## config.mk

```make
export PLATFORM = sky130hd
export DESIGN_NAME = pcih_ctrl
export DESIGN_NICKNAME = d
export VERILOG_FILES = /design/src/rtl/pcih_pkg.sv /design/src/rtl/pcih_accept.sv /design/src/rtl/pcih_ctrl.sv
export SDC_FILE = /design/constraint.sdc
export NUM_CORES = 1
export LEC_CHECK = 0
export BUFFER_PORTS_ARGS = -buffer_cell sky130_fd_sc_hd__buf_2
export CELL_PAD_IN_SITES_DETAIL_PLACEMENT = 1
export CELL_PAD_IN_SITES_GLOBAL_PLACEMENT = 1
export CORE_ASPECT_RATIO = 1.4
export CORE_MARGIN = 10
export CORE_UTILIZATION = 35
export CTS_CLUSTER_DIAMETER = 100
export CTS_CLUSTER_SIZE = 24
export DETAILED_ROUTE_END_ITERATION = 16
export GPL_ROUTABILITY_DRIVEN = 0
export PLACE_DENSITY = 0.93
export SLEW_MARGIN = 10
export SYNTH_ARGS = -nofsm -noshare
export SYNTH_HDL_FRONTEND = slang
export SYNTH_SLANG_ARGS = --single-unit
```

## constraint.sdc

```tcl
create_clock -name i_core_clk -period 3.2 [get_ports i_core_clk]
set_input_delay 0.16 -clock i_core_clk [delete_from_list [all_inputs] [get_ports i_core_clk]]
set_output_delay 0.16 -clock i_core_clk [all_outputs]
set_load 0.005 [all_outputs]
```

## src/rtl/pcih_pkg.sv

```systemverilog
// Purpose: constants for the control-input high configuration block
// Assumes: 16-bit register reached over a plain strobe port
// Notes: one writable register plus a read-only status word; offsets chosen locally
package pcih_pkg;
    localparam int unsigned PCIH_NUM_GEN = 4;
    localparam logic [3:0] PCIH_ADDR_CFG_HIGH = 4'h0;
    localparam logic [3:0] PCIH_ADDR_STATUS = 4'h1;
    localparam logic [15:0] PCIH_CFG_RESET = 16'h0000;
    localparam logic [15:0] PCIH_CFG_WMASK = 16'hF7FF;
    localparam int unsigned PCIH_BIT_BYPASS_EN = 15;
    localparam int unsigned PCIH_POS_BYPASS_SEL = 12;
    localparam int unsigned PCIH_POS_ACCEPT = 8;
    localparam int unsigned PCIH_BIT_SW_INPUT = 7;
    localparam int unsigned PCIH_POS_SW_ROUTE = 5;
    localparam int unsigned PCIH_BIT_LATCH_PRIO = 4;
    localparam int unsigned PCIH_BIT_TQ_INVERT = 3;
    localparam int unsigned PCIH_POS_TQ_SOURCE = 0;
    localparam logic [2:0] PCIH_ACP_LEVEL = 3'h0;
    localparam logic [2:0] PCIH_ACP_RISE = 3'h1;
    localparam logic [2:0] PCIH_ACP_ANY = 3'h2;
    localparam logic [2:0] PCIH_ACP_LAT_LEVEL = 3'h3;
    localparam logic [2:0] PCIH_ACP_LAT_RISE = 3'h4;
    localparam logic [2:0] PCIH_ACP_LAT_ANY = 3'h5;
    localparam logic [1:0] PCIH_SWR_ACCEPT = 2'h0;
    localparam logic [1:0] PCIH_SWR_AQUAL = 2'h1;
    localparam logic [1:0] PCIH_SWR_TQUAL = 2'h2;
    localparam logic [2:0] PCIH_TQ_FORCE_HIGH = 3'h0;
    localparam logic [2:0] PCIH_TQ_DUTY = 3'h1;
    localparam logic [2:0] PCIH_TQ_BLANK = 3'h2;
    localparam logic [2:0] PCIH_TQ_TRIG = 3'h3;
    localparam logic [2:0] PCIH_TQ_SHARED = 3'h4;
    localparam logic [2:0] PCIH_TQ_SRC8 = 3'h5;
    localparam logic [2:0] PCIH_TQ_SRC9 = 3'h6;
    localparam logic [2:0] PCIH_TQ_SW_ONLY = 3'h7;
endpackage

```

## src/rtl/pcih_accept.sv

```systemverilog
// Purpose: acceptance criteria evaluation with optional set-reset latch
// Assumes: inputs synchronous to the core clock
// Notes: unlatched edge modes give a one-cycle pulse; latched modes hold until cleared
`timescale 1ns/1ps
`default_nettype none
module pcih_accept (
    // clock and reset
    input wire logic i_core_clk,
    input wire logic i_rst,
    // control
    input wire logic [2:0] i_mode,
    input wire logic i_reset_dominant,
    input wire logic i_latch_clear,
    // signal
    input wire logic i_sig,
    output logic o_active
);
    import pcih_pkg::*;
    logic prev_q, prev_d;
    logic latch_q, latch_d;
    logic rise, anyedge, set_ev;

    always_comb begin
        rise = i_sig & ~prev_q;
        anyedge = i_sig ^ prev_q;
        prev_d = i_sig;
        unique case (i_mode)
            PCIH_ACP_LAT_LEVEL: set_ev = i_sig;
            PCIH_ACP_LAT_RISE: set_ev = rise;
            PCIH_ACP_LAT_ANY: set_ev = anyedge;
            default: set_ev = 1'b0;
        endcase
        // both together: priority bit decides
        if (set_ev && i_latch_clear) begin
            latch_d = ~i_reset_dominant;
        end else if (set_ev) begin
            latch_d = 1'b1;
        end else if (i_latch_clear) begin
            latch_d = 1'b0;
        end else begin
            latch_d = latch_q;
        end
        unique case (i_mode)
            PCIH_ACP_LEVEL: o_active = i_sig;
            PCIH_ACP_RISE: o_active = rise;
            PCIH_ACP_ANY: o_active = anyedge;
            PCIH_ACP_LAT_LEVEL, PCIH_ACP_LAT_RISE, PCIH_ACP_LAT_ANY: o_active = latch_q;
            default: o_active = 1'b0;
        endcase
    end

    always_ff @(posedge i_core_clk) begin
        if (i_rst) begin
            prev_q <= 1'b0;
            latch_q <= 1'b0;
        end else begin
            prev_q <= prev_d;
            latch_q <= latch_d;
        end
    end
endmodule
`default_nettype wire

```

## src/rtl/pcih_ctrl.sv

```systemverilog
// Purpose: upper control half of one generator's control-input path
// Assumes: single clock, synchronous reset, one-cycle register port
// Notes: acceptance output is combinational from the local or bypass path
//
// Design decisions made here: the register addresses and the strobed register port.
`timescale 1ns/1ps
`default_nettype none
module pcih_ctrl #(
    parameter int unsigned GEN_PRESENT = 4
) (
    // clock and reset
    input wire logic i_core_clk,
    input wire logic i_rst,
    // register port
    input wire logic [3:0] i_addr,
    input wire logic [15:0] i_wdata,
    input wire logic i_wr,
    input wire logic i_rd,
    output logic [15:0] o_rdata,
    // local path inputs
    input wire logic i_pci_sig,
    input wire logic i_accept_qual,
    input wire logic i_latch_clear,
    // termination qualifier sources
    input wire logic i_duty_active,
    input wire logic i_blank_active,
    input wire logic i_gen_triggered,
    input wire logic i_shared_src,
    input wire logic i_src8,
    input wire logic i_src9,
    // other generators' accepted signals
    input wire logic [pcih_pkg::PCIH_NUM_GEN-1:0] i_peer_accept,
    // results
    output logic o_local_accept,
    output logic o_accept,
    output logic o_accept_qual,
    output logic o_term_qual
);
    import pcih_pkg::*;
    logic [15:0] cfg_q, cfg_d;
    logic [15:0] rdata_q, rdata_d;
    logic bypass_en, sw_input, latch_prio, tq_invert;
    logic [2:0] bypass_sel, accept_mode, tq_src;
    logic [1:0] sw_route;
    logic accept_in, local_acc, peer_sel, tq_raw;

    function automatic logic peer_pick(input logic [2:0] sel, input logic [PCIH_NUM_GEN-1:0] v);
        logic r;
        r = 1'b0;
        // reserved codes and absent generators give zero
        if (sel < 3'(PCIH_NUM_GEN) && sel < 3'(GEN_PRESENT)) begin
            r = v[sel[1:0]];
        end
        return r;
    endfunction

    assign bypass_en = cfg_q[PCIH_BIT_BYPASS_EN];
    assign bypass_sel = cfg_q[PCIH_POS_BYPASS_SEL +: 3];
    assign accept_mode = cfg_q[PCIH_POS_ACCEPT +: 3];
    assign sw_input = cfg_q[PCIH_BIT_SW_INPUT];
    assign sw_route = cfg_q[PCIH_POS_SW_ROUTE +: 2];
    assign latch_prio = cfg_q[PCIH_BIT_LATCH_PRIO];
    assign tq_invert = cfg_q[PCIH_BIT_TQ_INVERT];
    assign tq_src = cfg_q[PCIH_POS_TQ_SOURCE +: 3];

    always_comb begin
        cfg_d = cfg_q;
        if (i_wr && i_addr == PCIH_ADDR_CFG_HIGH) begin
            cfg_d = i_wdata & PCIH_CFG_WMASK;
        end
        rdata_d = 16'h0000;
        if (i_rd) begin
            unique case (i_addr)
                PCIH_ADDR_CFG_HIGH: rdata_d = cfg_q;
                PCIH_ADDR_STATUS: rdata_d = {13'h0, o_term_qual, o_accept_qual, o_accept};
                default: rdata_d = 16'h0000;
            endcase
        end
    end

    always_ff @(posedge i_core_clk) begin
        if (i_rst) begin
            cfg_q <= PCIH_CFG_RESET;
            rdata_q <= 16'h0000;
        end else begin
            cfg_q <= cfg_d;
            rdata_q <= rdata_d;
        end
    end
    assign o_rdata = rdata_q;

    // software bit ored into the routed path
    always_comb begin
        accept_in = i_pci_sig | (sw_input && sw_route == PCIH_SWR_ACCEPT);
        o_accept_qual = i_accept_qual | (sw_input && sw_route == PCIH_SWR_AQUAL);
        unique case (tq_src)
            PCIH_TQ_FORCE_HIGH: tq_raw = 1'b1;
            PCIH_TQ_DUTY: tq_raw = i_duty_active;
            PCIH_TQ_BLANK: tq_raw = i_blank_active;
            PCIH_TQ_TRIG: tq_raw = i_gen_triggered;
            PCIH_TQ_SHARED: tq_raw = i_shared_src;
            PCIH_TQ_SRC8: tq_raw = i_src8;
            PCIH_TQ_SRC9: tq_raw = i_src9;
            PCIH_TQ_SW_ONLY: tq_raw = 1'b0;
        endcase
        // software routing applies after polarity so it stays a forcing term
        o_term_qual = (tq_raw ^ tq_invert) | (sw_input && sw_route == PCIH_SWR_TQUAL);
        peer_sel = peer_pick(bypass_sel, i_peer_accept);
        o_accept = bypass_en ? peer_sel : local_acc;
    end
    assign o_local_accept = local_acc;

    pcih_accept u_accept (
        .i_core_clk(i_core_clk),
        .i_rst(i_rst),
        .i_mode(accept_mode),
        .i_reset_dominant(latch_prio),
        .i_latch_clear(i_latch_clear),
        .i_sig(accept_in),
        .o_active(local_acc)
    );
endmodule
`default_nettype wire

```

==> results of run 1 <==
==> cells by family (layout without fill, tap and decap cells) <==
kind of cell             after synthesis  after routing  share of synthesized area [%]
other                                  1              1                          0.286
flip-flops                            32             32                           48.9
buffers and inverters                 12             68                           3.92
adder cells (fa/ha/maj)                1              1                          0.955
multiplexers                           4              4                           4.20
AO/OA/AOI/OAI                         29             29                           13.5
AND/OR/NAND/NOR                       72             72                           28.3
==> routing by layer <==
metal / GRT usage (%) / vias up / routed length, µm
met1: 12.0 / 592 / 1470
met4: 6.80 / 0 / 114
met3: 4.49 / 7 / 191
li1: - / 617 / -
met2: 22.6 / 31 / 2240
met5: 0 / - / 0
==> metrics by stage <==
| step | worst slack [ns] | hold slack (ns) |
|---|---|---|
| after floorplan | 1.33 | 0.291 |
| after global placement | 1.26 | 0.401 |
| after detailed placement | 1.18 | 0.409 |
| after CTS | 0.934 | 0.103 |
| after global routing | 0.801 | 0.101 |
| final | 0.952 | 0.105 |
==> state kept, by name, indices dropped and copies added (netlist names) <==
register	count
u_accept.prev_q	1
u_accept.latch_q	1
o_rdata	15
cfg_q	15
==> power groups by stage <==
stage	clock, µW	combinational (µW)	sequential (µW)
6_report	321	55.6	405
5_1_grt	351	62.8	405
4_1_cts	328	56.4	405
3_5_place_dp	0	56.3	414
3_3_place_gp	0	54.0	413
2_1_floorplan	0	24.9	413
==> worst paths after layout <==
check / end / slack (ns)
worst max register to register: o_rdata[0]$_SDFF_PP0_ / 1.19
worst min register to register: cfg_q[15]$_SDFFE_PP0P_ / 0.47
worst min-delay path: cfg_q[13]$_SDFFE_PP0P_ / 0.10
worst max-delay path: o_accept / 0.95
==> worst max-delay path, stage by stage (launching register included) <==
cell      delay, ns
dfxtp_1        0.34
nor3b_2        0.18
nor2_1         0.12
inv_1          0.05
ha_1           0.28
nand2_1        0.06
o311ai_1       0.10
a21oi_1        0.13
a221o_1        0.38
buf_2          0.15
==> cell type report <==
class / instances / area (µm²) / share of cell area (%)
Sequential cell: 32 / 641 / 37.8
Timing Repair Buffer: 54 / 270 / 15.9
Tap cell: 42 / 52.6 / 3.10
Clock buffer: 6 / 82.6 / 4.87
Inverter: 6 / 22.5 / 1.33
Clock inverter: 2 / 10.0 / 0.590
Multi-Input combinational cell: 107 / 618 / 36.4
==> cell usage in the layout, fill, tap and decap left out <==
cell	Yosys	routed
nand3_1	1	1
mux2i_1	1	1
clkbuf_8	0	6
nor2b_1	4	4
inv_1	6	6
o21a_1	2	2
a221o_1	1	1
nand2_1	33	33
a31o_2	1	1
conb_1	1	1
nor3_1	4	4
ha_1	1	1
or2b_1	1	1
a31oi_1	1	1
buf_2	2	54
nor4_1	2	2
dfxtp_1	32	32
and2_2	1	1
clkinv_2	0	2
o21ai_0	3	3
mux4_2	1	1
and2_1	11	11
nand2b_1	1	1
nor3b_2	1	1
nand3b_1	3	3
nor2_1	6	6
or2_2	1	1
a21oi_1	17	17
mux2_2	2	2
or4b_1	1	1
or4_4	1	1
a32o_1	2	2
o211ai_1	1	1
and3b_1	1	1
o311ai_1	1	1
==> reports/qor.yml, run 1 <==
drt:
  route.detailed.drc: 0
  ant_nets: 0
  drtIter0Drc: 23
  drtPass1Iterations: 2
  wire_per_inst_um: 16.1
  detail_route.vias_per_cell: 5.01
  vias: 1247
  wirelength_um: 4020
hold_path:
  hold_path_depth: 3
  hp-class: "input pin to flip-flop"
  hold_start: "i_wdata[13]"
synthesis:
  ys_seq_elements: 32
  synth_top_area_cell: "dfxtp_1"
  ys.flop_type: "dfxtp_1"
  synthesis.area_um2: 1310
  synth.top_cells.by_count: "nand2_1 (33), dfxtp_1 (32), a21oi_1 (17), and2_1 (11)"
  synth-seq-area-share_pct: 48.9
  postSynthAreaPerCell_um2: 8.68
  synth.distinct_cells: 35
  synth.most_common_cell: "nand2_1"
  yosys_warnings: 0
  synth_edf_count: 0
  async_reset_ff_share_pct: 0
  yosys-top-cells-area: "dfxtp_1 (49%), nand2_1 (9.5%), a21oi_1 (6.5%)"
  syn_inst: 151
  synth_top_area_share_pct: 48.9
  syn_nets: 189
floorplanning:
  die_w_um: 71.7
  initial_core_util_pct: 36.0
  die_h_um: 92.4
  core_area_um2: 3640
  dieArea_um2: 6620
  num_rows: 26
  io_pins: 57
clock_tree:
  hold_buffers: 0
  clkTransAtPathRegs_ns: 0.07
  cts_root_buffer: "clkbuf_8"
  cts_tree: "done"
  htreeDepth: 2
  cts_resized: 0
  clk_latency_ns: 0.29
  clk_path_buf_depth: 2
  post_cts_buffers: 0
  cts_buffers: 5
  clock-sinks: 32
timing:
  rsz0062_at_grt: "no"
  period_share_pct: 70.2
  hold_viol: 0
  timing.fmax_mhz: 445
  finalMaxSlewViolations: 0
  timing.final.crit_period_ns: 2.25
  finClkSkew_ns: 0.00368
  slew_headroom_pct: 59.2
  tightestPinTransition_ns: 0.607
  tns_ns: 0
  setup_viol: 0
power_and_ir_drop:
  p_total_uw: 781
  p_sw_share_pct: 23.0
  switching_power_uw: 179
  cellInternalPower_uw: 602
  combPwrFrac_pct: 7.1
  power_density_nw_per_um2: 461
  sequentialPowerShare_pct: 51.8
  p_leak_uw: 0.000735
  ir_drop_mv: 0.343
  clockPowerShare_pct: 41.1
setup_path:
  rr_worst_depth: 9
  startpoint: "cfg_q[7]$_SDFFE_PP0P_"
  path_max_fanout: 5
  critical_path_class: "flip-flop to output port"
  crit_required_ns: 3.04
  endpoint_kind: "output port"
  regToRegStartpoint: "cfg_q[7]$_SDFFE_PP0P_"
  critPathLaunchType: "flip-flop"
  arrival_ns: 2.09
global_routing:
  grt_pass1_wl_um: 6530
  globalRouteOverflowTotal: 0
  grt_usage_pct: 12.6
  grt_antenna_before_repair: 0
  grt_pass1_vias: 1382
  grt_max_degree: 19
run:
  cap_violations: 0
placed_design:
  io_buffer_count: 54
  postPlaceCellArea_um2: 1600
  post-place-cells: 241
  dp_hpwl_um: 3200
layout:
  drive_gt1_share_pct: 33.8
  postLayoutCoreUtil_pct: 46.6
  layout.nets: 244
  layout.cells.non_filler: 249
  antenna_cells: 0
  area_growth_pct: 29.5
  nFillCells: 483
  stdcell_area_um2: 1700
status:
  outcome: "finished, final reports clean"
(Power assumes the default switching activity.)
==> run 2: changes to the inputs <==
--- a/config.mk
+++ b/config.mk
@@ -10,12 +10,12 @@
 export CELL_PAD_IN_SITES_GLOBAL_PLACEMENT = 1
 export CORE_ASPECT_RATIO = 1.4
 export CORE_MARGIN = 10
-export CORE_UTILIZATION = 35
+export CORE_UTILIZATION = 33
 export CTS_CLUSTER_DIAMETER = 100
 export CTS_CLUSTER_SIZE = 24
 export DETAILED_ROUTE_END_ITERATION = 16
 export GPL_ROUTABILITY_DRIVEN = 0
-export PLACE_DENSITY = 0.93
+export PLACE_DENSITY = 0.89
 export SLEW_MARGIN = 10
 export SYNTH_ARGS = -nofsm -noshare
 export SYNTH_HDL_FRONTEND = slang
==> constraint.sdc (replaced) <==
create_clock -name i_core_clk -period 2.1 [get_ports i_core_clk]
set_input_delay 0.105 -clock i_core_clk [delete_from_list [all_inputs] [get_ports i_core_clk]]
set_output_delay 0.105 -clock i_core_clk [all_outputs]
set_load 0.005 [all_outputs]
==> run 2 against run 1 <==
- clock-buffer cell count up 2
- worst setup slack worse by 0.93 ns
- clock power up 52%
- die area up 4.5%
- critical path depth unchanged
- sequential power up 52%
- flip-flop and latch count unchanged
- via count up 6.6%
- hold slack worse by 0.055 ns
- register-to-register slack worse by 1.1 ns
- clock skew up 0.00075 ns
- non-clock buffer count up 15
==> reports/qor.yml, run 2 (synthesized netlist as in run 1, its figures left out) <==
status:
  outcome: "finished, final reports clean"
global_routing:
  grt_pass1_vias: 1506  # +9.0%
  grt_max_degree: 19  # unchanged
  grt_antenna_before_repair: 0  # unchanged
  grt_pass1_wl_um: 7380  # +13%
  globalRouteOverflowTotal: 0  # unchanged
  grt_usage_pct: 13.7  # +1.1 points
power_and_ir_drop:
  sequentialPowerShare_pct: 50.6  # -1.2 points
  combPwrFrac_pct: 9.3  # +2.2 points
  clockPowerShare_pct: 40.1  # -1.0 points
  cellInternalPower_uw: 941  # +56%
  p_sw_share_pct: 22.7  # -0.22 points
  power_density_nw_per_um2: 658  # +43%
  switching_power_uw: 277  # +54%
  ir_drop_mv: 0.360  # +5.1%
  p_leak_uw: 0.000808  # +10%
timing:
  finClkSkew_ns: 0.00443  # +0.000750 ns
  finalMaxSlewViolations: 0  # unchanged
  timing.final.crit_period_ns: 2.08
  period_share_pct: 99.1
  tightestPinTransition_ns: 0.655  # +0.0481 ns
  timing.fmax_mhz: 480
  rsz0062_at_grt: "yes"
  hold_viol: 0  # unchanged
  setup_viol: 0  # unchanged
  slew_headroom_pct: 55.9  # -3.2 points
setup_path:
  crit_family: "compound AO/OA/AOI/OAI gates"
  path_cells: "nor3b_4, nor2_2, inv_1, ha_4, nand2_2, o311ai_2, a21oi_2, a221o_1, buf_2"
  rrSetupSlack_ns: 0.10  # -1.09 ns
  crit_required_ns: 2.00  # -1.04 ns
  path_max_fanout: 2  # -3
  endpoint_kind: "output port"
  critical_path_class: "flip-flop to output port"
  slowest_delay_ns: 0.34  # -0.04 ns
  critPathLaunchType: "flip-flop"
  cp_slowest_cell: "a221o_1"
  critPathBufInv: 2  # unchanged
  arrival_ns: 1.98  # -0.11 ns
layout:
  layout.nets: 259  # +6.1%
  postLayoutCoreUtil_pct: 47.7  # +1.1 points
  antenna_cells: 0  # unchanged
  final_common_cell: "buf_2"
  layout.cells.non_filler: 265  # +6.4%
  drive_gt1_share_pct: 41.4  # +7.6 points
  layout_common_cells: "buf_2 (54), nand2_1 (32), dfxtp_1 (29), a21oi_1 (16), buf_4 (15)"
  area_growth_pct: 41.4
clock_tree:
  cts_tree: "done"
  htreeDepth: 2  # unchanged
  clk_path_buf_depth: 2  # unchanged
  cts_root_buffer: "clkbuf_8"
  cts_buffers: 5  # unchanged
  hold_buffers: 0  # unchanged
  clk_latency_ns: 0.29  # about the same
  clock-sinks: 32  # unchanged
  clkTransAtPathRegs_ns: 0.07  # about the same
floorplanning:
  dieArea_um2: 6930  # +4.5%
  io_pins: 57  # unchanged
  die_w_um: 73.3  # +2.2%
  initial_core_util_pct: 33.7  # -2.2 points
  die_h_um: 94.6  # +2.3%
  num_rows: 27  # +3.8%
  core_area_um2: 3880  # +6.6%
drt:
  detail_route.vias_per_cell: 5.02  # +0.14%
  wirelength_um: 4480  # +12%
  route.detailed.drc: 0  # unchanged
  ant_nets: 0  # unchanged
  vias: 1329  # +6.6%
  drtPass1Iterations: 4  # +2
  wire_per_inst_um: 16.9  # +4.8%
  drtIter0Drc: 54  # +130%
placed_design:
  io_buffer_count: 54  # unchanged
  dp_hpwl_um: 3220  # +0.72%
  post-place-cells: 244  # +1.2%
hold_path:
  hp-class: "input pin to flip-flop"
run:
  cap_violations: 0  # unchanged
==> run 2: changes by cell type in the layout (fill, tap and decap cells not counted), moves of 2 or more <==
cell and delta:
buf_4 +15, nor2_1 -2, nor2_2 +2, clkinv_2 -2, clkbuf_1 +2, dfxtp_2 +2
dfxtp_1 -3
==> run 2: timing repair <==
action | 4_1_cts | 5_1_grt
resized for setup | 7 | 4
buffers inserted | 13 | 1
pin swaps | 5 | 2
endpoints found under the hold margin | 0 | 0
endpoints found under the setup margin | 2 | 3
cloned | 0 | 0
==> run 2: path summary, 6_finish.rpt <==
check / start / endpoint / cells past startpoint
setup / recovery: cfg_q[7]$_SDFFE_PP0P_ / o_accept / 9
hold / removal: i_wdata[2] / cfg_q[2]$_SDFFE_PP0P_ / 3
setup reg to reg: cfg_q[5]$_SDFFE_PP0P_ / u_accept.prev_q$_SDFF_PP0_ / 13
hold reg to reg: cfg_q[15]$_SDFFE_PP0P_ / cfg_q[15]$_SDFFE_PP0P_ / 2
==> run 2: per-layer routing <==
metal,global-route usage [%],wire length [µm],up-vias
met5,0,0,-
met4,8.25,137,0
met3,3.15,188,10
met2,24.9,2500,32
met1,13.5,1650,638
li1,-,-,649
==> run 2: layout make-up <==
| type | instances | area, µm² |
|---|---|---|
| tap | 43 | 53.8 |
| multi-input combinational | 107 | 656 |
| inverter | 6 | 22.5 |
| fill | 494 | 2030 |
| timing repair buffer | 69 | 383 |
| sequential | 32 | 647 |
| clock buffer | 8 | 90.1 |
==> run 2: metrics by stage <==
stage                     area [µm²]  hold slack (ns)  TNS, ns  setup slack, ns  total power (µW)
after floorplan                 1310            0.236        0            0.234               667
after global placement          1620            0.346        0            0.184               713
after detailed placement        1620            0.354        0           0.0943               717
after CTS                       1840           0.0505  -0.0118          -0.0118              1220
after global routing            1850           0.0564  -0.0671          -0.0671              1270
final                           1850           0.0498        0           0.0187              1220
==> run 2: worst min-delay path, stage by stage <==
cell	delay, ns
buf_2	0.10
nand2_1	0.05
a21oi_1	0.05
==> run 2: power by group through the flow <==
stage | clock, µW | combinational, µW | sequential (µW)
2_1_floorplan | 0 | 37.9 | 629
3_3_place_gp | 0 | 83.2 | 630
3_5_place_dp | 0 | 86.1 | 631
4_1_cts | 493 | 108 | 617
5_1_grt | 530 | 124 | 617
6_report | 489 | 113 | 616
